<file path="src/core/ast_map.svh">
`ifndef AST_MAP_SVH
`define AST_MAP_SVH
// register byte offsets
`define AST_OFF_MODE 8'h00
`define AST_OFF_BAUD 8'h04
`define AST_OFF_CTRL 8'h08
`define AST_OFF_TXBUF 8'h0C
`define AST_OFF_RXBUF 8'h10
`define AST_OFF_STAT 8'h14
// mode register fields
`define AST_MODE_SEL_LSB 0
`define AST_MODE_STOP2 4
`define AST_MODE_PEVEN 5
`define AST_MODE_PEN 6
// control register fields
`define AST_CTRL_SRC_LSB 0
`define AST_CTRL_TXEN 4
`define AST_CTRL_RXEN 5
// receive buffer fields
`define AST_RX_OVR 12
`define AST_RX_FRM 13
`define AST_RX_PAR 14
`define AST_RX_SUM 15
// reset values
`define AST_RST_MODE 7'h00
`define AST_RST_BAUD 8'h00
`define AST_RST_CTRL 2'h0
// timing counts
`define AST_OVERSAMPLE 16
`define AST_PRE_MID 8
`define AST_PRE_SLOW 32
`endif

</file>
<file path="src/core/ast_pkg.sv">
package ast_pkg;
  typedef enum logic [1:0] {
    AST_LEN_OFF, AST_LEN_7, AST_LEN_8, AST_LEN_9
  } ast_len_t;
  typedef enum logic [1:0] {
    AST_SRC_DIV1, AST_SRC_DIV8, AST_SRC_DIV32, AST_SRC_EXT
  } ast_src_t;
  typedef enum logic [2:0] {
    AST_IDLE, AST_LEAD, AST_DATA, AST_CHK, AST_END
  } ast_state_t;
endpackage

</file>
<file path="src/core/ast_uart.sv">
// What this block does
// RULE_01: transmit and receive paths run independently
// RULE_02: seven, eight or nine bits, parity, stops
// RULE_03: one low lead bit before character bits
// RULE_04: sent bits are last transmit buffer write
// RULE_05: check bit gives even or odd ones
// RULE_06: one or two high end bits close frame
// RULE_07: bit rate is divider output over sixteen
// RULE_08: count source: three taps or external pin
// RULE_09: taps are main clock over 1, 8, 32
// RULE_10: divider divides source by value plus one
// RULE_11: overrun when unread buffer gets new character
// RULE_12: overrun still overwrites the receive buffer
// RULE_13: overrun gives no new receive request
// RULE_14: framing error when end bit sampled low
// RULE_15: parity error on ones count mismatch
// RULE_16: errors flagged at buffer transfer
// RULE_17: error sum is OR of three flags
// RULE_18: mode off or receive disable clears flags; mode off here clears only overrun and framing, not parity
// RULE_19: receive buffer read clears parity flag
// RULE_20: receive disable then enable reinitialises buffer
// RULE_21: software reads flags with character together
// RULE_22: resend by writing the transmit buffer again
// RULE_23: receiver finds lead edge, samples bit centre
`timescale 1ns/1ps
`include "ast_map.svh"
`default_nettype none
module ast_uart (
  // clock and reset
  input wire logic clk,
  input wire logic rst_n,
  // register port
  input wire logic [7:0] reg_addr,
  input wire logic [15:0] reg_wdata,
  input wire logic reg_wr,
  input wire logic reg_rd,
  output logic [15:0] reg_rdata,
  // serial line and external count source
  input wire logic rxd,
  output logic txd,
  input wire logic ext_clk,
  // events
  output logic rx_req,
  output logic tx_empty
);
  logic [6:0] mode_ff;
  logic [7:0] baud_ff;
  logic [1:0] src_ff;
  logic tx_en_ff;
  logic rx_en_ff;
  logic [15:0] rdata_ff;

  // register decode
  wire wr_mode = reg_wr && reg_addr == `AST_OFF_MODE;
  wire wr_baud = reg_wr && reg_addr == `AST_OFF_BAUD;
  wire wr_ctrl = reg_wr && reg_addr == `AST_OFF_CTRL;
  wire wr_txb = reg_wr && reg_addr == `AST_OFF_TXBUF;
  wire rd_rxb = reg_rd && reg_addr == `AST_OFF_RXBUF;

  ast_pkg::ast_len_t len;
  assign len = ast_pkg::ast_len_t'(mode_ff[1:0]);
  wire enabled = len != ast_pkg::AST_LEN_OFF;
  wire stop2 = mode_ff[`AST_MODE_STOP2];
  wire peven = mode_ff[`AST_MODE_PEVEN];
  wire pen = mode_ff[`AST_MODE_PEN];
  // data bits minus one: 6, 7 or 8
  wire [3:0] last_bit = len == ast_pkg::AST_LEN_9 ? 4'h8 :
                        len == ast_pkg::AST_LEN_8 ? 4'h7 : 4'h6;
  wire [8:0] len_mask = len == ast_pkg::AST_LEN_9 ? 9'h1FF :
                        len == ast_pkg::AST_LEN_8 ? 9'h0FF : 9'h07F;

  // writing a disabled mode clears overrun and framing
  wire mode_off_wr = wr_mode &&
    reg_wdata[1:0] == 2'(ast_pkg::AST_LEN_OFF); // [RULE_18]
  wire nxt_rx_en = wr_ctrl ? reg_wdata[`AST_CTRL_RXEN] : rx_en_ff;

  always_ff @(posedge clk) begin
    if (!rst_n) begin
      mode_ff <= `AST_RST_MODE;
      baud_ff <= `AST_RST_BAUD;
      src_ff <= `AST_RST_CTRL;
      tx_en_ff <= 1'b0;
      rx_en_ff <= 1'b0;
    end else begin
      if (wr_mode) mode_ff <= reg_wdata[6:0]; // [RULE_02]
      if (wr_baud) baud_ff <= reg_wdata[7:0];
      if (wr_ctrl) begin
        src_ff <= reg_wdata[1:0];
        tx_en_ff <= reg_wdata[`AST_CTRL_TXEN];
      end
      rx_en_ff <= nxt_rx_en;
    end
  end

  // free-running prescaler: the first bit of a frame may come up
  // short by up to one oversample tick, the price of sharing one divider
  // count source: prescaler taps or external pin edge
  logic [4:0] pre_ff;
  logic ext_ff;
  always_ff @(posedge clk) begin
    if (!rst_n) begin
      pre_ff <= 5'h00;
      ext_ff <= 1'b0;
    end else begin
      pre_ff <= pre_ff + 5'h01;
      ext_ff <= ext_clk;
    end
  end
  wire tap8 = pre_ff[2:0] == 3'(`AST_PRE_MID - 1); // [RULE_09]
  wire tap32 = pre_ff == 5'(`AST_PRE_SLOW - 1); // [RULE_09]
  wire ext_rise = ext_clk && !ext_ff;
  logic src_tick;
  always_comb begin
    case (ast_pkg::ast_src_t'(src_ff)) // [RULE_08]
      ast_pkg::AST_SRC_DIV1: src_tick = 1'b1;
      ast_pkg::AST_SRC_DIV8: src_tick = tap8;
      ast_pkg::AST_SRC_DIV32: src_tick = tap32;
      ast_pkg::AST_SRC_EXT: src_tick = ext_rise;
      default: src_tick = 1'b0;
    endcase
  end

  // baud divider: one tick every (n+1) source ticks
  // a zero divider value gives one oversample tick per source tick
  logic [7:0] bdiv_ff;
  always_ff @(posedge clk) begin
    if (!rst_n || !enabled) bdiv_ff <= 8'h00;
    else if (src_tick)
      bdiv_ff <= bdiv_ff == 8'h00 ? baud_ff : bdiv_ff - 8'h01; // [RULE_10]
  end
  // sixteen of these make one bit time
  wire os_tick = src_tick && bdiv_ff == 8'h00 && enabled;
  localparam logic [3:0] OS_LAST = 4'(`AST_OVERSAMPLE - 1);
  localparam logic [3:0] OS_MID = 4'(`AST_OVERSAMPLE / 2 - 1);

  // transmitter, independent of the receiver
  // one-deep transmit buffer: a write during a frame waits its turn
  ast_pkg::ast_state_t tx_st_ff;
  logic [8:0] txbuf_ff;
  logic tx_full_ff;
  logic [8:0] tx_sh_ff;
  logic [3:0] tx_os_ff;
  logic [3:0] tx_cnt_ff;
  logic tx_par_ff;
  logic txd_ff;
  wire tx_bit_end = os_tick && tx_os_ff == OS_LAST; // [RULE_07]
  wire tx_go = tx_st_ff == ast_pkg::AST_IDLE && tx_full_ff &&
               tx_en_ff && enabled;
  wire [8:0] tx_data = txbuf_ff & len_mask;
  wire tx_par = peven ? ^tx_data : ~^tx_data; // [RULE_05]

  always_ff @(posedge clk) begin
    if (!rst_n) begin
      txbuf_ff <= 9'h000;
      tx_full_ff <= 1'b0;
    end else begin
      if (wr_txb) txbuf_ff <= reg_wdata[8:0]; // [RULE_04]
      // a write beside the load keeps the buffer full
      if (wr_txb) tx_full_ff <= 1'b1; // [RULE_22]
      else if (tx_go || !enabled) tx_full_ff <= 1'b0;
    end
  end

  ast_pkg::ast_state_t nxt_tx_st;
  always_comb begin
    nxt_tx_st = tx_st_ff;
    case (tx_st_ff)
      ast_pkg::AST_IDLE:
        if (tx_go) nxt_tx_st = ast_pkg::AST_LEAD; // [RULE_03]
      ast_pkg::AST_LEAD:
        if (tx_bit_end) nxt_tx_st = ast_pkg::AST_DATA;
      ast_pkg::AST_DATA:
        if (tx_bit_end && tx_cnt_ff == last_bit)
          nxt_tx_st = pen ? ast_pkg::AST_CHK : ast_pkg::AST_END;
      ast_pkg::AST_CHK:
        if (tx_bit_end) nxt_tx_st = ast_pkg::AST_END;
      ast_pkg::AST_END:
        if (tx_bit_end && (!stop2 || tx_cnt_ff == 4'h1))
          nxt_tx_st = ast_pkg::AST_IDLE; // [RULE_06]
      default: nxt_tx_st = ast_pkg::AST_IDLE;
    endcase
    if (!enabled) nxt_tx_st = ast_pkg::AST_IDLE;
  end

  wire tx_state_chg = nxt_tx_st != tx_st_ff;
  always_ff @(posedge clk) begin
    if (!rst_n) begin
      tx_st_ff <= ast_pkg::AST_IDLE;
      tx_sh_ff <= 9'h000;
      tx_os_ff <= 4'h0;
      tx_cnt_ff <= 4'h0;
      tx_par_ff <= 1'b0;
    end else begin
      tx_st_ff <= nxt_tx_st;
      if (tx_go) begin
        tx_sh_ff <= tx_data;
        tx_par_ff <= tx_par;
        tx_os_ff <= 4'h0;
      end else if (os_tick) begin
        tx_os_ff <= tx_os_ff + 4'h1;
      end
      if (tx_state_chg) tx_cnt_ff <= 4'h0;
      else if (tx_bit_end) tx_cnt_ff <= tx_cnt_ff + 4'h1;
      if (tx_bit_end && tx_st_ff == ast_pkg::AST_DATA)
        tx_sh_ff <= {1'b0, tx_sh_ff[8:1]}; // lsb first
    end
  end

  logic nxt_txd;
  always_comb begin
    case (tx_st_ff)
      ast_pkg::AST_LEAD: nxt_txd = 1'b0; // [RULE_03]
      ast_pkg::AST_DATA: nxt_txd = tx_sh_ff[0]; // [RULE_04]
      ast_pkg::AST_CHK: nxt_txd = tx_par_ff; // [RULE_05]
      default: nxt_txd = 1'b1; // [RULE_06]
    endcase
  end
  // registered so the line never glitches between bits
  always_ff @(posedge clk) begin
    if (!rst_n) txd_ff <= 1'b1;
    else txd_ff <= nxt_txd;
  end

  // receiver
  // the lead bit is checked at its centre; later bits are sampled
  // sixteen ticks apart, near the middle of each bit
  ast_pkg::ast_state_t rx_st_ff;
  logic [8:0] rx_sh_ff;
  logic [3:0] rx_os_ff;
  logic [3:0] rx_cnt_ff;
  logic rx_pbit_ff;
  logic rx_fe_ff;
  logic rxd_prev_ff;
  logic [8:0] rxbuf_ff;
  logic rx_full_ff;
  logic ovr_ff;
  logic frm_ff;
  logic par_ff;
  logic rx_req_ff;
  wire rx_on = rx_en_ff && enabled;
  wire rx_fall = rxd_prev_ff && !rxd; // [RULE_23]
  wire rx_mid = os_tick && rx_os_ff == OS_MID; // [RULE_23]
  wire rx_samp = os_tick && rx_os_ff == OS_LAST;
  wire rx_last_end = !stop2 || rx_cnt_ff == 4'h1;
  wire rx_done = rx_st_ff == ast_pkg::AST_END && rx_samp && rx_last_end;

  ast_pkg::ast_state_t nxt_rx_st;
  always_comb begin
    nxt_rx_st = rx_st_ff;
    case (rx_st_ff)
      ast_pkg::AST_IDLE:
        if (rx_fall) nxt_rx_st = ast_pkg::AST_LEAD;
      ast_pkg::AST_LEAD:
        // a lead bit gone high at its centre was a glitch
        if (rx_mid)
          nxt_rx_st = rxd ? ast_pkg::AST_IDLE : ast_pkg::AST_DATA;
      ast_pkg::AST_DATA:
        if (rx_samp && rx_cnt_ff == last_bit)
          nxt_rx_st = pen ? ast_pkg::AST_CHK : ast_pkg::AST_END;
      ast_pkg::AST_CHK:
        if (rx_samp) nxt_rx_st = ast_pkg::AST_END;
      ast_pkg::AST_END:
        if (rx_done) nxt_rx_st = ast_pkg::AST_IDLE;
      default: nxt_rx_st = ast_pkg::AST_IDLE;
    endcase
    if (!rx_on) nxt_rx_st = ast_pkg::AST_IDLE;
  end

  wire rx_state_chg = nxt_rx_st != rx_st_ff;
  always_ff @(posedge clk) begin
    if (!rst_n) begin
      rx_st_ff <= ast_pkg::AST_IDLE;
      rx_sh_ff <= 9'h000;
      rx_os_ff <= 4'h0;
      rx_cnt_ff <= 4'h0;
      rx_pbit_ff <= 1'b0;
      rx_fe_ff <= 1'b0;
      rxd_prev_ff <= 1'b1;
    end else begin
      rxd_prev_ff <= rxd;
      rx_st_ff <= nxt_rx_st;
      if (rx_state_chg && rx_st_ff != ast_pkg::AST_DATA &&
          nxt_rx_st != ast_pkg::AST_END)
        rx_os_ff <= 4'h0; // realign at edge and at lead centre
      else if (os_tick) rx_os_ff <= rx_os_ff + 4'h1;
      if (rx_state_chg) rx_cnt_ff <= 4'h0;
      else if (rx_samp) rx_cnt_ff <= rx_cnt_ff + 4'h1;
      if (rx_st_ff == ast_pkg::AST_IDLE) rx_fe_ff <= 1'b0;
      if (rx_samp) begin
        case (rx_st_ff)
          ast_pkg::AST_DATA: rx_sh_ff[rx_cnt_ff] <= rxd;
          ast_pkg::AST_CHK: rx_pbit_ff <= rxd;
          ast_pkg::AST_END:
            if (!rxd) rx_fe_ff <= 1'b1; // [RULE_14]
          default: rx_pbit_ff <= rx_pbit_ff;
        endcase
      end
    end
  end

  wire [8:0] rx_data = rx_sh_ff & len_mask;
  wire frm_now = rx_fe_ff || !rxd; // [RULE_14]
  // odd total counts one extra one
  wire par_now = pen && ((^rx_data ^ rx_pbit_ff) != !peven); // [RULE_15]
  wire ovr_now = rx_full_ff && !rd_rxb; // [RULE_11]
  wire rx_reinit = !rx_en_ff || (rx_en_ff && !nxt_rx_en); // [RULE_20]
  // a receive disable wipes buffer and flags; holding it low keeps
  // them clear, which is how software reinitialises the buffer

  always_ff @(posedge clk) begin
    if (!rst_n || rx_reinit) begin // [RULE_20]
      rxbuf_ff <= 9'h000;
      rx_full_ff <= 1'b0;
      ovr_ff <= 1'b0; // [RULE_18]
      frm_ff <= 1'b0; // [RULE_18]
      par_ff <= 1'b0;
      rx_req_ff <= 1'b0;
    end else begin
      rx_req_ff <= 1'b0;
      if (rx_done) begin
        rxbuf_ff <= rx_data; // [RULE_12]
        rx_full_ff <= 1'b1;
        // no new request on overrun
        rx_req_ff <= !ovr_now; // [RULE_13]
      end else if (rd_rxb) begin
        rx_full_ff <= 1'b0;
      end
      // errors load as the character enters the buffer
      if (rx_done && ovr_now) ovr_ff <= 1'b1; // [RULE_11]
      else if (mode_off_wr) ovr_ff <= 1'b0; // [RULE_18]
      if (rx_done && frm_now) frm_ff <= 1'b1; // [RULE_16]
      else if (mode_off_wr) frm_ff <= 1'b0; // [RULE_18]
      if (rx_done && par_now) par_ff <= 1'b1; // [RULE_16]
      else if (rd_rxb) par_ff <= 1'b0; // [RULE_19]
    end
  end

  wire err_sum = ovr_ff | frm_ff | par_ff; // [RULE_17]

  // unmapped addresses read zero and writes to them are dropped
  // read mux; flags share the word with the character
  wire [15:0] rxb_word = {err_sum, par_ff, frm_ff, ovr_ff,
                          3'b000, rxbuf_ff}; // [RULE_21]
  wire tx_busy = tx_st_ff != ast_pkg::AST_IDLE;
  wire rx_busy = rx_st_ff != ast_pkg::AST_IDLE;
  wire [15:0] stat_word = {12'h000, rx_busy, rx_full_ff,
                           !tx_busy, !tx_full_ff};
  logic [15:0] rd_mux;
  always_comb begin
    case (reg_addr)
      `AST_OFF_MODE: rd_mux = {9'h000, mode_ff};
      `AST_OFF_BAUD: rd_mux = {8'h00, baud_ff};
      `AST_OFF_CTRL: rd_mux = {10'h000, rx_en_ff, tx_en_ff,
                               2'b00, src_ff};
      `AST_OFF_TXBUF: rd_mux = {7'h00, txbuf_ff};
      `AST_OFF_RXBUF: rd_mux = rxb_word;
      `AST_OFF_STAT: rd_mux = stat_word;
      default: rd_mux = 16'h0000;
    endcase
  end
  always_ff @(posedge clk) begin
    if (!rst_n) rdata_ff <= 16'h0000;
    else rdata_ff <= reg_rd ? rd_mux : 16'h0000;
  end

  // full duplex: nothing above couples the two paths
  assign txd = txd_ff; // [RULE_01]
  assign reg_rdata = rdata_ff;
  assign rx_req = rx_req_ff;
  assign tx_empty = !tx_full_ff;
endmodule
`default_nettype wire

</file>
<file path="config.mk">
export PLATFORM = sky130hd
export DESIGN_NAME = ast_uart
export DESIGN_NICKNAME = d
export VERILOG_FILES = /design/src/core/ast_pkg.sv /design/src/core/ast_uart.sv
export VERILOG_INCLUDE_DIRS = /design/src /design/src/core
export SDC_FILE = /design/constraint.sdc
export NUM_CORES = 1
export LEC_CHECK = 0
export BUFFER_PORTS_ARGS = -buffer_cell sky130_fd_sc_hd__buf_2
export CORE_ASPECT_RATIO = 1.4
export CORE_MARGIN = 2
export CORE_UTILIZATION = 54
export DETAILED_ROUTE_END_ITERATION = 16
export PLACE_DENSITY_LB_ADDON = 0.05
export SETUP_SLACK_MARGIN = 0.02
export SYNTH_ARGS = -nofsm -noshare
export SYNTH_HDL_FRONTEND = slang
export SYNTH_SLANG_ARGS = --single-unit
</file>
<file path="constraint.sdc">
create_clock -name clk -period 2.45 [get_ports clk]
set_input_delay 0.49 -clock clk [delete_from_list [all_inputs] [get_ports clk]]
set_output_delay 0.49 -clock clk [all_outputs]
set_load 0.02 [all_outputs]
</file>
# Word-level counts from Yosys, hierarchy flattened
# Index checks and enable logic that the tools add are counted.
[classes] n_addsub=6 order_cmp=2 n_eq_ne=32 mux=43 bitwise_logic=7 n_reduce_logical=78
[op_table] operator="$pmux W16 S6" n=1
[op_table] operator="$mux W3" n=13
[op_table] operator="$logic_and A1 B1 Y1" n=32
[op_table] operator="$mux W8" n=4
[op_table] operator="$pmux W3 S5" n=2
[op_table] operator="$and A9 B9 Y9" n=2
[op_table] operator="$reduce_xor A9 Y1" n=2
[op_table] operator="$add A4 B1 Y4 const B" n=4
[op_table] operator="$eq A8 B4 Y1 const B" n=2
[op_table] operator="$eq A8 B5 Y1 const B" n=2
[op_table] operator="$logic_not A8 Y1" n=2
[op_table] operator="$mux W1" n=16
[op_table] operator="$reduce_bool A2 Y1" n=7
[op_table] operator="$eq A3 B2 Y1 const B" n=4
[op_table] operator="$logic_not A1 Y1" n=12
[op_table] operator="$reduce_or A2 Y1" n=6
[op_table] operator="$bwmux W9" n=1
[op_table] operator="$eq A3 B3 Y1 const B" n=3
[op_table] operator="$mux W9" n=1
[op_table] operator="$reduce_xnor A9 Y1" n=1
[op_table] operator="$eq A2 B2 Y1 const B" n=4
[op_table] operator="$eq A4 B1 Y1 const B" n=2
[op_table] operator="$eq A4 B4 Y1" n=2
[op_table] operator="$eq A4 B4 Y1 const B" n=2
[op_table] operator="other kinds (26)" n=41
[word_totals] regBits=118 in_bits=30 out_inout_bits=19

# Longest topological paths before layout
[depth] ltp_word=15 ltp_mapped=11 ltp_nobuf=9

# Least setup slack after synthesis
# Ideal clock, no wire load.
[synth_timing] kind="flip-flop to flip-flop" start="reg pre_ff[0]" end="reg tx_st_ff[0]" setup_time_ps=70 t_arrival_ps=2402 t_required_ps=2380 setup_slack_ps=-22 path_stages_with_launch=10 period_less_slack_ps=2472 cell_sequence="dfxtp_1 ha_1 and3_1 ha_1 nor3b_1 a31o_2 buf_2 or4_1 or4_1 a21oi_1"
[synth_via] elab_chain_len=9 elab_cells_between_ends=14 cone_classes="eq/ne: 2; mux: 7; reduce/logical: 5"
[synth_rtl] item="start: declaration" line="ast_uart.sv:98" source="logic [4:0] pre_ff;"
[synth_rtl] item="start signal: assignment" line="ast_uart.sv:105" source="pre_ff <= pre_ff + 5'h01;"
[synth_rtl] item="$eq A5 B5 Y1 or $eq A3 B3 Y1 (tied branches)" line="ast_uart.sv:110, ast_uart.sv:109"
[synth_rtl] item="$pmux W1 S4 (*)" line="ast_uart.sv:114" source="case (ast_pkg::ast_src_t'(src_ff))"
[synth_rtl] item="$logic_and A1 B1 Y1 (*) (2 in a row)" line="ast_uart.sv:132" source="wire os_tick = src_tick && bdiv_ff == 8'h00 && enabled;"
[synth_rtl] item="$logic_and A1 B1 Y1 (*)" line="ast_uart.sv:146" source="wire tx_bit_end = os_tick && tx_os_ff == OS_LAST;"
[synth_rtl] item="$logic_and A1 B1 Y1 (on tied branches)" line="ast_uart.sv:178, ast_uart.sv:173"
[synth_rtl] item="$mux W3 (on tied branches)" line="ast_uart.sv:178, ast_uart.sv:173"
[synth_rtl] item="$pmux W3 S5 (*)" line="ast_uart.sv:167" source="case (tx_st_ff)"
[synth_rtl] item="$mux W3 (*)" line="ast_uart.sv:182" source="if (!enabled) nxt_tx_st = ast_pkg::AST_IDLE;"
[synth_rtl] item="end signal: assignment" line="ast_uart.sv:188" source="tx_st_ff <= ast_pkg::AST_IDLE;"
[synth_rtl] item="end signal: assignment" line="ast_uart.sv:194" source="tx_st_ff <= nxt_tx_st;"
[synth_rtl] item="end: declaration" line="ast_uart.sv:138" source="ast_pkg::ast_state_t tx_st_ff;"
# Every way passes the cells marked *; elsewhere a longest branch is shown, timed or not.
# A chain may end at the register's enable or synchronous reset.

# Worst setup path after layout
[layout_timing] start="reg bdiv_ff[1]" end="reg ovr_ff"
[layout_via] elab_chain_len=8 elab_cells_between_ends=9 cone_classes="mux: 1; reduce/logical: 8"
[layout_rtl] item="start: declaration" line="ast_uart.sv:125" source="logic [7:0] bdiv_ff;"
[layout_rtl] item="start signal: assignment" line="ast_uart.sv:129" source="bdiv_ff <= bdiv_ff == 8'h00 ? baud_ff : bdiv_ff - 8'h01;"
[layout_rtl] item="$logic_not A8 Y1 (*)" line="ast_uart.sv:132"
[layout_rtl] item="$logic_and A1 B1 Y1 (*) (2 in a row)" line="ast_uart.sv:132"
[layout_rtl] item="$logic_and A1 B1 Y1 (*)" line="ast_uart.sv:243" source="wire rx_samp = os_tick && rx_os_ff == OS_LAST;"
[layout_rtl] item="$logic_and A1 B1 Y1 (*) (2 in a row)" line="ast_uart.sv:245" source="wire rx_done = rx_st_ff == ast_pkg::AST_END && rx_samp && rx_last_end;"
[layout_rtl] item="$logic_and A1 B1 Y1 (*)" line="ast_uart.sv:329" source="if (rx_done && ovr_now) ovr_ff <= 1'b1;"
[layout_rtl] item="$mux W1 or $reduce_bool A2 Y1 (tied branches)"
[layout_rtl] item="end signal: assignment" line="ast_uart.sv:314" source="ovr_ff <= 1'b0;"
[layout_rtl] item="end signal: assignment" line="ast_uart.sv:329"
[layout_rtl] item="end signal: assignment" line="ast_uart.sv:330" source="else if (mode_off_wr) ovr_ff <= 1'b0;"
[layout_rtl] item="end: declaration" line="ast_uart.sv:236" source="logic ovr_ff;"
# Marks and branches as above.

==> summary.txt <==
Status
  • Status: complete, no violations

Detailed routing
  • DRC Markers: 0
  • WL met3: 636 µm
  • Post-DR wirelength/cell: 17.33 µm
  • Total wire length: 15.11 mm
  • Final ANT Viol Nets: 0
  • Highest Signal Layer: met4
  • WL met2: 7.783 mm
  • Vias: 5,099
  • Vias per cell: 5.847
  • DRT met1 WL: 6.190 mm
  • Initial DRC Count: 322
  • DR pass1 iterations: 5

Placed design
  • Routability cong.: 0.8690
  • Port Buf Inserts: 38
  • HPWL Detailed: 10.72 mm
  • Placement Cell Area: 6310 µm²

Power
  • Cell internal pwr: 3.474 mW
  • Pwr per Cell Area: 623.2 nW/µm²
  • Comb power frac: 0.027
  • Worst vdd ir: 0.4611 mV
  • Switching pwr: 0.9528 mW
  • Clk pwr share: 0.547
  • Switch share: 0.2152
  • Final Power: 4.427 mW
  • Leak: 2.828 nW
  • Sequential cell fraction of total power: 0.426

Global route
  • Largest net degree at the start of global routing: 30
  • Total Routing Usage GR: 0.2673
  • First-pass GRT wire length: 24.38 mm
  • Initial antenna violation count: 0
  • Grt ovf: 0
  • Vias in the first global route: 4,973

Logic synthesis
  • Seq/Total Area, Yosys: 0.4021
  • Top-area cell type share of the netlist area: 0.4021
  • Synthesized flop and latch total: 115
  • Dominant cell type by area after synthesis: dfxtp_1
  • EDFF count, synth: 0
  • Syn avg cell area: 8.863 µm²
  • Primary FF master, synth: dfxtp_1
  • Cells after synthesis: 646
  • Synth cell types: 76
  • Dominant cells by area after synthesis: dfxtp_1, mux2i_1, nand2_1, nand3_1, xnor2_1
  • Yosys Warn Count: 0
  • Synthesized area: 5725 µm²
  • Post-synth ARST share: 0

Timing
  • Actual slew at the worst max-slew pin: 0.7148 ns
  • Fin. max-slew vios: 0
  • Period minus WS final: 2.399 ns
  • Fmax: 416.8 MHz
  • Worst hold margin: 0.3037 ns
  • Clock Skew: 0.006866 ns
  • Tcrit/Tclk final: 0.9794
  • Setup repair after global routing missed its margin: yes
  • Total negative slack: 0 ns
  • Endpoints failing hold: 0
  • Headroom to the max-slew limit: 0.5184
  • Final setup viols: 0

Clock network
  • CTS root buffer: clkbuf_16
  • TritonCTS clock tree: built
  • CTS Buf Count: 17
  • Clock Sinks: 115
  • Worst-Skew Late Latency: 0.42 ns
  • Clk buf depth: 2
  • H-tree levels: 4
  • Worst-path clk slew: 0.05 ns

Final layout
  • Syn-to-layout area delta: 24.06%
  • Share of cells above drive strength 1: 0.2302
  • Antenna Cells: 0
  • Design area: 7103 µm²
  • Layout Nets: 763

Critical path
  • Endpoint type of the worst setup path: flip-flop
  • Worst path required time: 2.80 ns
  • CP startpoint: bdiv_ff[1]
  • Slowest cell on crit path: or4b_4
  • CP max FO: 6
  • Buf+Inv Stages, Crit Path: 2
  • CP max stage delay: 0.49 ns
  • Worst Setup Start Kind: flip-flop
  • Worst Setup Path Type: reg2reg
  • Crit path max-delay family: simple AND/OR/NAND/NOR gates
  • CP Cell Sequence: inv_2, ha_4, or4b_4, or3_4, nor3_4, and3_4, clkbuf_16, a32oi_1, nor2_1
  • RR Startpoint: bdiv_ff[1]
  • Critical path arrival: 2.75 ns

Floorplanning
  • Starting Density: 0.5532
  • Die span in y: 125.8 µm
  • Core footprint: 10,350 µm²
  • Ports: 49
  • Die Wd: 91.03 µm
  • Die ar.: 11,450 µm²
  • Placement Rows: 44

Hold path
  • HP Start: ext_clk
  • Hold Path Class: in2reg

Run
  • Total of max-cap violations: 0
-- what timing repair did --
action	CTS	global route
pin swaps	1	14
hold buffers	0	0
resized for setup	6	29
cloned	0	1
buffers inserted	0	4
setup endpoints to repair	36	46
-- cell type report --
class                   instances  area, µm²
clock inverters                12      132.6
flip-flops and latches        115       2307
fillers                       881       3247
well taps                     138      172.7
repair buffers                 88      619.3
clock buffers                  20      456.7
inverters                      14      52.55
multi-input cells             485       3362
-- worst register-to-register path, stage by stage, from the launching register on --
cell,delay [ns]
dfxtp_2,0.32
inv_2,0.06
ha_4,0.13
or4b_4,0.49
or3_4,0.46
nor3_4,0.25
and3_4,0.30
clkbuf_16,0.16
a32oi_1,0.09
nor2_1,0.09
-- power by group through the flow --
stage | registers (mW) | clock network (mW) | logic (mW)
global route | 1.88 | 2.54 | 0.129
floorplan | 1.92 | 0 | 0.0637
CTS | 1.88 | 2.46 | 0.113
global placement | 1.92 | 0 | 0.111
finish | 1.88 | 2.42 | 0.119
detailed placement | 1.92 | 0 | 0.112
-- per-layer routing --
| metal | global-route usage | vias to the layer above |
|---|---|---|
| met4 | 0.1266 | 0 |
| met5 | 0 | - |
| met2 | 0.4614 | 154 |
| met3 | 0.05921 | 40 |
| met1 | 0.3135 | 2446 |
| li1 | - | 2459 |
-- metrics by stage --
step                cells  worst slack, ns  utilization
floorplan             648          0.02102            -
global placement      835         -0.09980       0.6096
detailed placement    835          -0.1197       0.6096
CTS                   867          0.02931       0.6691
global route          872         -0.04607       0.6863
finish                872          0.05055       0.6863
-- cell usage after synthesis, types with 10 or more instances --
library cell / instances
a21boi_0: 20
clkbuf_1: 23
nand3_1: 39
a22oi_1: 10
and2_1: 10
nor3_1: 12
mux2i_1: 34
ha_1: 12
nor2b_1: 26
inv_1: 14
dfxtp_1: 115
nor2_1: 49
xor2_1: 10
a21oi_1: 32
nand2_1: 76
xnor2_1: 22
o21ai_0: 15
-- cells in the final DEF (no fill, tap or decap), types with 15 or more instances in the layout --
master     instances
o21ai_0           15
mux2i_1           34
nand2_1           74
nor2b_1           26
nor2_1            49
a21boi_0          20
buf_4             44
a21oi_1           28
clkbuf_16         18
dfxtp_1          111
buf_2             38
xnor2_1           22
nand3_1           39
-- cells by family after synthesis --
logic type,synth area share
and+or+nand+nor,0.2524
AOI/OAI and AO/OA,0.1576
DFF,0.4021
buffers and inverters,0.03693
muxes,0.07517
xor gates and xnor gates,0.04895
adders and majority gates,0.02622
other,0.0006550
-- flip-flops by register name (all words and copies together), names as in the netlist, 4 cells and up --
register	flops
txbuf_ff	9
pre_ff	5
tx_cnt_ff	4
rx_cnt_ff	4
bdiv_ff	8
rxbuf_ff	9
tx_sh_ff	9
reg_rdata	13
mode_ff	7
rx_os_ff	4
tx_os_ff	4
rx_sh_ff	9
baud_ff	8
-- worst paths after layout --
check                                   end  slack (ns)  cells past startpoint
worst max register to register       ovr_ff        0.05                      9
worst max-delay path                 ovr_ff        0.05                      9
worst min register to register  rxbuf_ff[2]        0.46                      2
worst min-delay path                 ext_ff        0.30                      2
No activity file was read; power rests on OpenSTA's default activity.
